File: src/include/sh_seq_params.svh
// Constants for the sample-and-hold channel sequencer
// Behaviour
// Acquisition starts when a channel address loads while track is high.
// Busy output is low for exactly the acquisition duration.
// Each acquisition ends within the maximum acquisition time of 16 us.
// Buffer follows the common input during acquisition, then the DAC drives it.
// A DAC register changes only when its own channel is acquired again.
// Power-on clears all 33 DAC registers to zero, offset channel included.
// Thirty-two channels; the result is written only into the addressed register.
// Parallel or serial port address starts the same acquisition sequence.
// Offset channel can be acquired; its DAC drives the offset output.
// A track/reset low pulse from 90 ns to 200 ns resets all state.
// A low pulse shorter than 90 ns is a glitch and is ignored.
// Low longer than 200 ns is track: pass input through, defer acquisition.
// Address while track low: acquisition begins at the next rising track edge.
// Five-bit address, top bit most significant, selects one of 32 channels.
// Calibrate makes all 32 channels acquire the common input together.
// Low width is counted in clock cycles and classified at rise or limit.
`ifndef SH_SEQ_PARAMS_SVH
`define SH_SEQ_PARAMS_SVH

`define CLK_PERIOD_NS 10
`define GLITCH_MAX_NS 90
`define RESET_MAX_NS 200
`define ACQ_MAX_NS 16000
// Least width rounds up, longest width rounds down
`define GLITCH_CYC ((`GLITCH_MAX_NS + `CLK_PERIOD_NS - 1) / `CLK_PERIOD_NS)
`define RESET_CYC (`RESET_MAX_NS / `CLK_PERIOD_NS)
`define ACQ_MAX_CYC (`ACQ_MAX_NS / `CLK_PERIOD_NS)
`define OFFSET_INDEX 32
`define DAC_RESET_CODE 14'h0000

`endif

File: src/include/sh_seq_pkg.sv
// Types shared by the sample-and-hold sequencer
package sh_seq_pkg;

   typedef struct packed {
      logic offset_sel;
      logic cal;
      logic [4:0] channel_address_bits;
   } channel_req_t;

   typedef enum logic [1:0] {
      ST_IDLE = 2'b00,
      ST_WAIT_TRACK = 2'b01,
      ST_ACQUIRE = 2'b10
   } seq_state_t;

   typedef enum logic [1:0] {
      PULSE_NONE = 2'b00,
      PULSE_GLITCH = 2'b01,
      PULSE_RESET = 2'b10,
      PULSE_TRACK = 2'b11
   } pulse_class_t;

endpackage

File: src/logic/sh_channel_sequencer.sv
// Channel sequencer for the 32-channel infinite sample-and-hold
`include "sh_seq_params.svh"

module sh_channel_sequencer import sh_seq_pkg::*; #(
   parameter int CODE_W = 14,
   parameter int ACQ_CYC = `ACQ_MAX_CYC
) (
   input wire logic i_clock,
   input wire logic i_rstn,
   input wire logic i_track_reset_pin,
   input wire logic i_par_load,
   input wire channel_req_t i_par_req,
   input wire logic i_ser_load,
   input wire channel_req_t i_ser_req,
   input wire logic i_conv_done,
   input wire logic [CODE_W-1:0] i_conv_code,
   output logic o_busy_n,
   output logic o_conv_start,
   output logic [31:0] o_buffer_from_vin,
   output logic [CODE_W-1:0] o_dac_code [0:32],
   output logic [CODE_W-1:0] o_offset_channel_output
);

   // ----------------------------------------
   // State
   // ----------------------------------------
   typedef struct packed {
      seq_state_t state;
      channel_req_t req;
      logic [13:0] timer;
      logic busy_n;
      logic start;
      logic [31:0] route;
   } seq_t;

   seq_t s_q;
   seq_t s_d;
   logic [CODE_W-1:0] dac_q [0:32];
   logic track_level;
   logic track_rise;
   logic reset_pulse;
   logic load;
   channel_req_t load_req;
   logic finish;
   logic [32:0] write_sel;

   track_reset_filter u_filter (
      .i_clock(i_clock),
      .i_rstn(i_rstn),
      .i_track_pin(i_track_reset_pin),
      .o_track_level(track_level),
      .o_track_rise(track_rise),
      .o_reset_pulse(reset_pulse)
   );

   // Map a request onto the output buffers it drives
   function automatic logic [31:0] route_mask(input channel_req_t r);
      logic [31:0] m;
      m = 32'h00000000;
      if (r.cal) begin
         m = 32'hFFFFFFFF;
      end else if (!r.offset_sel) begin
         // address decode
         m[r.channel_address_bits] = 1'b1;
      end
      return m;
   endfunction

   // ----------------------------------------
   // Sequencing
   // ----------------------------------------
   // either port loads
   assign load = i_par_load | i_ser_load;
   assign load_req = i_par_load ? i_par_req : i_ser_req;
   // Top bit selects the offset register, calibrate leaves it alone
   assign write_sel = {s_q.req.offset_sel && !s_q.req.cal, route_mask(s_q.req)};
   // bounded by timeout
   assign finish = (s_q.state == ST_ACQUIRE) &&
                   (i_conv_done || s_q.timer == 14'(ACQ_CYC - 1));

   always_comb begin
      s_d = s_q;
      s_d.start = 1'b0;
      case (s_q.state)
         ST_IDLE: begin
            if (load) begin
               s_d.req = load_req;
               if (track_level) begin
                  // start on address
                  s_d.state = ST_ACQUIRE;
                  s_d.start = 1'b1;
                  s_d.busy_n = 1'b0;
                  s_d.timer = 14'h0000;
               end else begin
                  // wait for track
                  s_d.state = ST_WAIT_TRACK;
               end
               s_d.route = route_mask(load_req);
            end else if (!track_level) begin
               // track passes input
               s_d.route = route_mask(s_q.req);
            end else begin
               s_d.route = 32'h00000000;
            end
         end
         ST_WAIT_TRACK: begin
            if (load) begin
               s_d.req = load_req;
               s_d.route = route_mask(load_req);
            end
            if (track_rise || track_level) begin
               s_d.state = ST_ACQUIRE;
               s_d.start = 1'b1;
               s_d.busy_n = 1'b0;
               s_d.timer = 14'h0000;
            end
         end
         ST_ACQUIRE: begin
            // busy low throughout
            s_d.timer = s_q.timer + 14'h0001;
            if (finish) begin
               s_d.state = ST_IDLE;
               s_d.busy_n = 1'b1;
               // DAC takes buffer
               s_d.route = 32'h00000000;
            end
         end
         default: begin
            s_d.state = ST_IDLE;
         end
      endcase
   end

   always_ff @(posedge i_clock) begin
      // pulse resets all
      if (!i_rstn || reset_pulse) begin
         s_q <= '{state: ST_IDLE, req: '0, timer: 14'h0000, busy_n: 1'b1,
                  start: 1'b0, route: 32'h00000000};
      end else begin
         s_q <= s_d;
      end
   end

   // ----------------------------------------
   // DAC registers
   // ----------------------------------------
   genvar g;
   generate
      for (g = 0; g <= 32; g++) begin : g_dac
         always_ff @(posedge i_clock) begin
            // clear 33 registers
            if (!i_rstn || reset_pulse) begin
               dac_q[g] <= CODE_W'(`DAC_RESET_CODE);
            // addressed write only
            end else if (finish && write_sel[g]) begin
               dac_q[g] <= i_conv_code;
            end
         end
         assign o_dac_code[g] = dac_q[g];
      end
   endgenerate

   assign o_busy_n = s_q.busy_n;
   assign o_conv_start = s_q.start;
   assign o_buffer_from_vin = s_q.route;
   // offset output
   assign o_offset_channel_output = dac_q[`OFFSET_INDEX];

endmodule // sh_channel_sequencer

File: src/logic/track_reset_filter.sv
// Synchroniser and low-width classifier for the track/reset pin
`include "sh_seq_params.svh"

module track_reset_filter import sh_seq_pkg::*; #(
   parameter int GLITCH_CYC = `GLITCH_CYC,
   parameter int RESET_CYC = `RESET_CYC
) (
   input wire logic i_clock,
   input wire logic i_rstn,
   input wire logic i_track_pin,
   output logic o_track_level,
   output logic o_track_rise,
   output logic o_reset_pulse
);

   typedef struct packed {
      logic [2:0] sync;
      logic level;
      logic long_low;
      logic [7:0] width;
      logic rise;
      logic rst;
   } filt_t;

   filt_t s_q;
   filt_t s_d;

   always_comb begin
      s_d = s_q;
      s_d.sync = {s_q.sync[1:0], i_track_pin};
      s_d.rise = 1'b0;
      s_d.rst = 1'b0;
      // Change counts once the second and third stages agree
      if (s_q.sync[1] == s_q.sync[2]) begin
         s_d.level = s_q.sync[2];
      end
      if (!s_q.level) begin
         // count low width
         if (s_q.width != 8'hFF) begin
            s_d.width = s_q.width + 8'h01;
         end
         // long low is track
         if (s_q.width >= RESET_CYC[7:0]) begin
            s_d.long_low = 1'b1;
         end
      end
      if (!s_q.level && s_d.level) begin
         // Width lags the low cycles by one here, hence the lowered glitch limit
         // short pulse ignored
         // mid-width pulse resets
         if (s_q.long_low || s_q.width >= RESET_CYC[7:0]) begin
            s_d.rise = 1'b1;
         end else if (s_q.width >= 8'(GLITCH_CYC - 1)) begin
            s_d.rst = 1'b1;
         end
         s_d.width = 8'h00;
         s_d.long_low = 1'b0;
      end
   end

   always_ff @(posedge i_clock) begin
      if (!i_rstn) begin
         s_q <= '{sync: 3'h7, level: 1'b1, long_low: 1'b0, width: 8'h00,
                  rise: 1'b0, rst: 1'b0};
      end else begin
         s_q <= s_d;
      end
   end

   // Track is only seen low after the reset window, so glitches and reset pulses never stall
   assign o_track_level = s_q.level | ~s_q.long_low;
   assign o_track_rise = s_q.rise;
   assign o_reset_pulse = s_q.rst;

endmodule // track_reset_filter
File: config.mk
export PLATFORM = sky130hd
export DESIGN_NAME = sh_channel_sequencer
export DESIGN_NICKNAME = d
export VERILOG_FILES = /design/src/include/sh_seq_pkg.sv /design/src/logic/sh_channel_sequencer.sv /design/src/logic/track_reset_filter.sv
export VERILOG_INCLUDE_DIRS = /design/src /design/src/include
export SDC_FILE = /design/constraint.sdc
export NUM_CORES = 1
export LEC_CHECK = 0
export ABC_AREA = 1
export BUFFER_PORTS_ARGS = -buffer_cell sky130_fd_sc_hd__buf_2
export CORE_ASPECT_RATIO = 1.25
export CORE_UTILIZATION = 48
export DETAILED_ROUTE_END_ITERATION = 7
export GPL_TIMING_DRIVEN = 0
export MAX_ROUTING_LAYER = met4
export PLACE_DENSITY = 0.76
export SYNTH_ARGS = -nofsm -noshare
export SYNTH_HDL_FRONTEND = slang
export SYNTH_SLANG_ARGS = --single-unit
File: constraint.sdc
create_clock -name i_clock -period 2.2 [get_ports i_clock]
set_clock_uncertainty 0.05 [all_clocks]
set_input_delay 0.44 -clock i_clock [delete_from_list [all_inputs] [get_ports i_clock]]
set_output_delay 0.44 -clock i_clock [all_outputs]
set_load 0.01 [all_outputs]
==> results.py, run 1 <==
metrics = {
    "yosys": {
        "ys_ff_latch": 534,
        "synth_area_um2": 21700,
        "yosysWarnings": 0,
        "syn_nets": 1992,
        "yosysSeqAreaShare_pct": 70.7,
        "syn_area_per_cell_um2": 11.1,
        "yosysUniqueCellTypes": 31,
        "synth_cells": 1950,
    },
    "global_routing": {
        "grt.overflow.total": 0,
        "antenna_found_initial": 1,
        "grtUsageTotal_pct": 30.6,
        "first_global_vias": 15600,
        "grt_max_degree": 19,
        "grt_pass1_wl_um": 98600,
    },
    "drt": {
        "firstDrtPassIters": 5,
        "wire_per_inst_um": 22.8,
        "finalWirelength_um": 73100,
        "first_iter_violations": 1622,
        "drtAntennaViolNets": 0,
        "drc": 0,
        "via_per_inst": 5.42,
        "vias": 17300,
    },
    "cells_and_area": {
        "stdcell_count": 3202,
        "final_nets": 2630,
        "fin_util_pct": 63.6,
        "drive_gt1_share_pct": 37.9,
        "final.fill_count": 3361,
        "area_growth_pct": 30.0,
    },
    "floorplanning": {
        "row_count": 86,
        "ios": 544,
        "die_area_um2": 46000,
        "die_x_um": 192,
        "dieHeight_um": 240,
        "coreArea_um2": 44300,
        "initial_core_util_pct": 48.9,
    },
    "sta": {
        "timing.setup.tns_ns": -1.06,
        "period_share_pct": 102,
        "slew_headroom_pct": 27.4,
        "setup_violations": 48,
        "slew_violations": 0,
        "tightest_slew_ns": 1.09,
        "rsz0062_at_grt": "true",
        "timing.fmax_ghz": 0.444,
        "fin_ws_ns": -0.0505,
        "hold_viol": 0,
        "period_needed_ns": 2.25,
        "holdWs_ns": 0.0872,
    },
    "clock_network": {
        "cts_tree": "yes",
        "cts_root_buf": "clkbuf_16",
        "clock_latency_ns": 0.61,
        "htree_levels": 2,
        "path_clk_slew_ns": 0.07,
        "cts.sinks": 534,
        "clock_path_buffers": 3,
        "cts-buffers-inserted": 50,
    },
    "power": {
        "ir_drop_mv": 0.733,
        "powerDensity_nw_per_um2": 858,
        "p_leak_uw": 0.0124,
    },
    "outcome": {
        "status": "finished, violations left",
        "violations": "negative setup slack",
    },
    "min_path": {
        "min_path_type": "in -> reg",
    },
    "placement": {
        "routabilityCongestion": 0.922,
        "numPlacedInstances": 3065,
        "hpwl_um": 51100,
        "dpl_worst_slack_ns": -1.08,
        "io_buffers": 543,
    },
    "critical_path": {
        "start_kind": "flop",
        "cp-end-kind": "flop",
        "path_max_fanout": 8,
        "cp_data_required_time_ns": 2.43,
        "cp.arrival_ns": 2.48,
        "crit_type": "reg -> reg",
    },
    "run": {
        "max_cap_violations": 0,
    },
}
worst max-delay path: stages (launching register included):
cell and delay [ns]:
dfxtp_1 0.33, inv_1 0.10, nand3_1 0.38, o21ai_1 0.50, nand2_1 0.26, nand2_2 0.29
metal layers:
metal	track usage, %	up-vias	part of all wire (%)
met2	50.3	1129	50
met5	-	-	0
met4	16.6	0	6.2
met3	5.26	246	8.5
met1	35.8	8329	36
li1	-	7636	-
state kept, by name, summed over array words and instances, names as in the netlist:
register / count
u_filter.s_q: 11
u_filter.o_track_rise: 1
dac_q: 462
o_conv_start: 1
s_q: 23
u_filter.s_d: 2
o_buffer_from_vin: 32
u_filter.o_reset_pulse: 1
o_busy_n: 1
cell usage in the layout (no fill, tap or decap), types with 3 or more instances in the layout:
master / n
buf_2: 561
nor2_1: 463
edfxtp_1: 462
nand2_1: 329
inv_1: 107
nor2_2: 100
nand2_4: 67
dfxtp_1: 67
clkbuf_1: 66
clkbuf_16: 61
buf_4: 58
nand3_1: 35
a21oi_1: 29
nand2_2: 22
o21ai_1: 22
nand3_4: 19
buf_6: 18
o21ai_0: 17
nand3_2: 13
o21ai_2: 12
buf_12: 10
nor3_1: 9
clkbuf_2: 7
ha_1: 7
clkinvlp_4: 6
clkinv_1: 6
nor2_4: 5
or2_2: 5
clkinv_2: 5
inv_2: 4
dfxtp_2: 4
buf_8: 3
nand4_1: 3
through the flow:
| step | total power (uW) | cell area, um2 |
|---|---|---|
| 2_1_floorplan | 13800 | 21700 |
| 3_3_place_gp | 15100 | 25100 |
| 3_5_place_dp | 15200 | 25100 |
| 4_1_cts | 23900 | 27400 |
| 5_1_grt | 24800 | 28200 |
| 6_report | 24200 | 28200 |
where the power goes:
part | internal [uW] | switching, uW
Combinational | 1090 | 2470
Sequential | 11600 | 259
Clock | 4800 | 3910
final cells by class:
cell class,instances,area [um2],share of cell area [%]
Buffer,160,1140,4.05
Antenna cell,1,2.50,0.00888
Sequential cell,534,15300,54.4
Clock inverter,25,219,0.777
Multi-Input combinational cell,1171,5970,21.2
Inverter,111,417,1.48
Tap cell,572,716,2.54
Clock buffer,68,1410,5.02
Timing Repair Buffer,560,2980,10.6
timing repair:
item	4_1_cts	5_1_grt
hold buffers	1	0
gates resized for setup	179	135
gates cloned	19	18
pin swaps	13	16
buffers inserted	1	6
hold endpoints to repair	1	0
endpoints found under the setup margin	655	825
cell families (layout without fill, tap and decap cells):
family,after synthesis,after routing,share of synthesized area (%)
mux,1,1,0.0462
compound gates,88,88,2.12
flops,534,534,70.7
simple gates,1044,1072,20.4
fa+ha+maj,8,8,0.462
xor+xnor,2,2,0.0808
other cells,0,1,0
buf+inv,273,924,6.24
final timing paths:
| check | slack (ns) | to | from | cells after the start |
|---|---|---|---|---|
| worst max-delay path | -0.05 | dac_q[2][1] | s_q[48] | 5 |
| worst min-delay path | 0.09 | u_filter.o_track_rise | i_rstn | 3 |
| worst min register to register | 0.38 | u_filter.s_d[14] | u_filter.s_d[13] | 1 |
| worst max register to register | -0.05 | dac_q[2][1] | s_q[48] | 5 |
cells in the mapped netlist:
master     instances  area share (%)
a31oi_1            2           0.058
nor3_1             9            0.21
o21ai_0           49             1.1
a221oi_1           1           0.040
nand3_4           10            0.81
xor2_1             2           0.081
a211oi_1           1           0.035
buf_6             11            0.57
buf_4             49             1.7
inv_1            108             1.9
a21oi_1           30            0.69
or2_2              5            0.14
edfxtp_1         462              64
buf_1              1           0.017
nor3_2             1           0.046
nand2_1          391             6.8
mux2i_1            1           0.046
o21ai_1            2           0.046
nor2_2           101             2.9
buf_2             36            0.83
buf_12             1           0.092
nand3_1           57             1.3
ha_1               8            0.46
o22ai_1            1           0.029
nand4_1            3           0.087
clkbuf_1          64             1.1
dfxtp_1           72             6.7
nor2_1           467             8.1
o2111ai_1          1           0.040
inv_2              3           0.052
a21boi_2           1           0.052
(Power assumes the default switching activity.)
==> run 2: changes to the inputs <==
- clock period: 2.2 -> 1.9 ns (I/O delays scaled with it)
==> results.py, run 2 (synthesis results as in run 1) <==
metrics = {
    "power": {
        "p_int_uw": 20900,
        "combPwrFrac_pct": 16.2,
        "p_sw_share_pct": 27.5,
        "p_leak_uw": 0.0131,
        "p_seq_share_pct": 47.6,
        "p_clk_share_pct": 36.2,
        "ir_drop_mv": 0.963,
        "power.switching_uw": 7960,
        "powerDensity_nw_per_um2": 960,
    },
    "clock_network": {
        "cts_root_buf": "clkbuf_16",
        "clock_latency_ns": 0.57,
        "htree_levels": 2,
        "path_clk_slew_ns": 0.06,
        "cts-buffers-inserted": 50,
        "clock_path_buffers": 3,
        "cts_tree": "yes",
        "cts.sinks": 534,
    },
    "sta": {
        "period_share_pct": 111,
        "slew_headroom_pct": 9.91,
        "hold_viol": 0,
        "setup_violations": 803,
        "timing.setup.tns_ns": -82.97,
        "timing.fmax_ghz": 0.473,
        "rsz0062_at_grt": "true",
        "period_needed_ns": 2.12,
        "holdWs_ns": 0.0582,
        "fin_ws_ns": -0.215,
        "slew_violations": 0,
        "tightest_slew_ns": 1.35,
    },
    "global_routing": {
        "grtUsageTotal_pct": 31.7,
        "grt.overflow.total": 0,
        "grt_pass1_wl_um": 102000,
        "grt_max_degree": 21,
        "first_global_vias": 16400,
        "antenna_found_initial": 1,
    },
    "run": {
        "max_cap_violations": 0,
    },
    "critical_path": {
        "crit_type": "reg -> reg",
        "cp-end-kind": "flop",
        "start_kind": "flop",
        "path_max_fanout": 8,
        "cp_data_required_time_ns": 2.27,
        "cp_top_family": "simple AND/OR/NAND/NOR gates",
        "cp.arrival_ns": 2.48,
        "slowest_stage": "o21ai_2",
        "crit_chain": "inv_1 -> nand3_2 -> o21ai_2 -> nand3_4 -> buf_12 -> nor2_4",
        "slowest_delay_ns": 0.58,
        "critPathBufInv": 2,
    },
    "drt": {
        "firstDrtPassIters": 6,
        "first_iter_violations": 1831,
        "vias": 17900,
        "finalWirelength_um": 76200,
        "drc": 0,
        "wire_per_inst_um": 23.4,
        "via_per_inst": 5.51,
        "drtAntennaViolNets": 0,
    },
    "placement": {
        "io_buffers": 543,
        "dpl_worst_slack_ns": -0.662,
        "hpwl_um": 50900,
        "routabilityCongestion": 0.931,
    },
    "floorplanning": {
        "dieHeight_um": 240,
        "die_x_um": 192,
        "coreArea_um2": 44300,
        "initial_core_util_pct": 48.9,
        "die_area_um2": 46000,
        "ios": 544,
        "row_count": 86,
    },
    "cells_and_area": {
        "drive_gt1_share_pct": 42.3,
        "area.sequential_um2": 15300,
        "top_register": "dac_q",
        "final_nets": 2685,
        "layout_common_cells": "555 x buf_2, 462 x edfxtp_1, 410 x nor2_1",
        "multi_input_area_um2": 7150,
        "largest_reg_flops": 462,
        "final.fill_count": 3110,
        "area_growth_pct": 39.0,
        "final_common_cell": "buf_2",
    },
    "min_path": {
        "min_path_type": "in -> reg",
    },
    "outcome": {
        "status": "finished, violations left",
        "violations": "negative setup slack",
    },
}
[run 2: power by group through the flow]
stage / sequential [uW] / combinational (uW) / clock [uW]
4_1_cts: 13800 / 4340 / 10400
2_1_floorplan: 14200 / 1760 / 0
3_5_place_dp: 14000 / 3620 / 0
6_report: 13800 / 4670 / 10500
3_3_place_gp: 14000 / 3570 / 0
5_1_grt: 13800 / 4940 / 10900
[run 2: layout make-up]
cell class | instances | share of cell area [%]
sequential | 534 | 50.9
multi-input combinational | 1176 | 23.8
timing repair buffer | 609 | 11.8
clock buffer | 61 | 4.33
buffer | 161 | 4.27
tap | 572 | 2.38
inverter | 111 | 1.38
clock inverter | 28 | 1.19
antenna | 1 | 0.00831
[run 2: metrics by stage]
step           std cells  power (uW)  utilization [%]  area [um2]
4_1_cts             3217       28500             65.2       28900
2_1_floorplan       1950       16000                -       21900
3_3_place_gp        3065       17500             57.2       25400
6_report            3253       28900             67.9       30100
3_5_place_dp        3065       17600             57.2       25400
5_1_grt             3253       29600             67.9       30100
[run 2: metal layers]
| layer | share of wire, % | up-vias | track usage [%] |
|---|---|---|---|
| met4 | 7.1 | 0 | 17.9 |
| li1 | - | 7764 | - |
| met1 | 35 | 8622 | 36.5 |
| met5 | 0 | - | - |
| met2 | 50 | 1224 | 53.2 |
| met3 | 8.5 | 299 | 4.19 |
[run 2: repair_timing]
action,in CTS,in global routing
gates resized for setup,293,237
pin swaps,41,4
cloned,42,15
buffers inserted,20,21
hold buffers,1,0
hold endpoints to repair,1,0
endpoints found under the setup margin,939,975
[run 2: worst reg2reg max path: stages (launching register included)]
cell and delay [ns]:
dfxtp_1 0.30, inv_1 0.16, nand3_2 0.35, o21ai_2 0.59, nand3_4 0.21, buf_12 0.20
nor2_4 0.10
[run 2: worst paths after layout]
check | from | endpoint | slack [ns] | depth (start not counted)
max | s_q[54] | dac_q[17][11] | -0.22 | 6
min | i_rstn | u_filter.o_track_rise | 0.06 | 3
max reg2reg | s_q[54] | dac_q[17][11] | -0.22 | 6
min reg2reg | u_filter.s_d[13] | u_filter.s_d[14] | 0.36 | 1
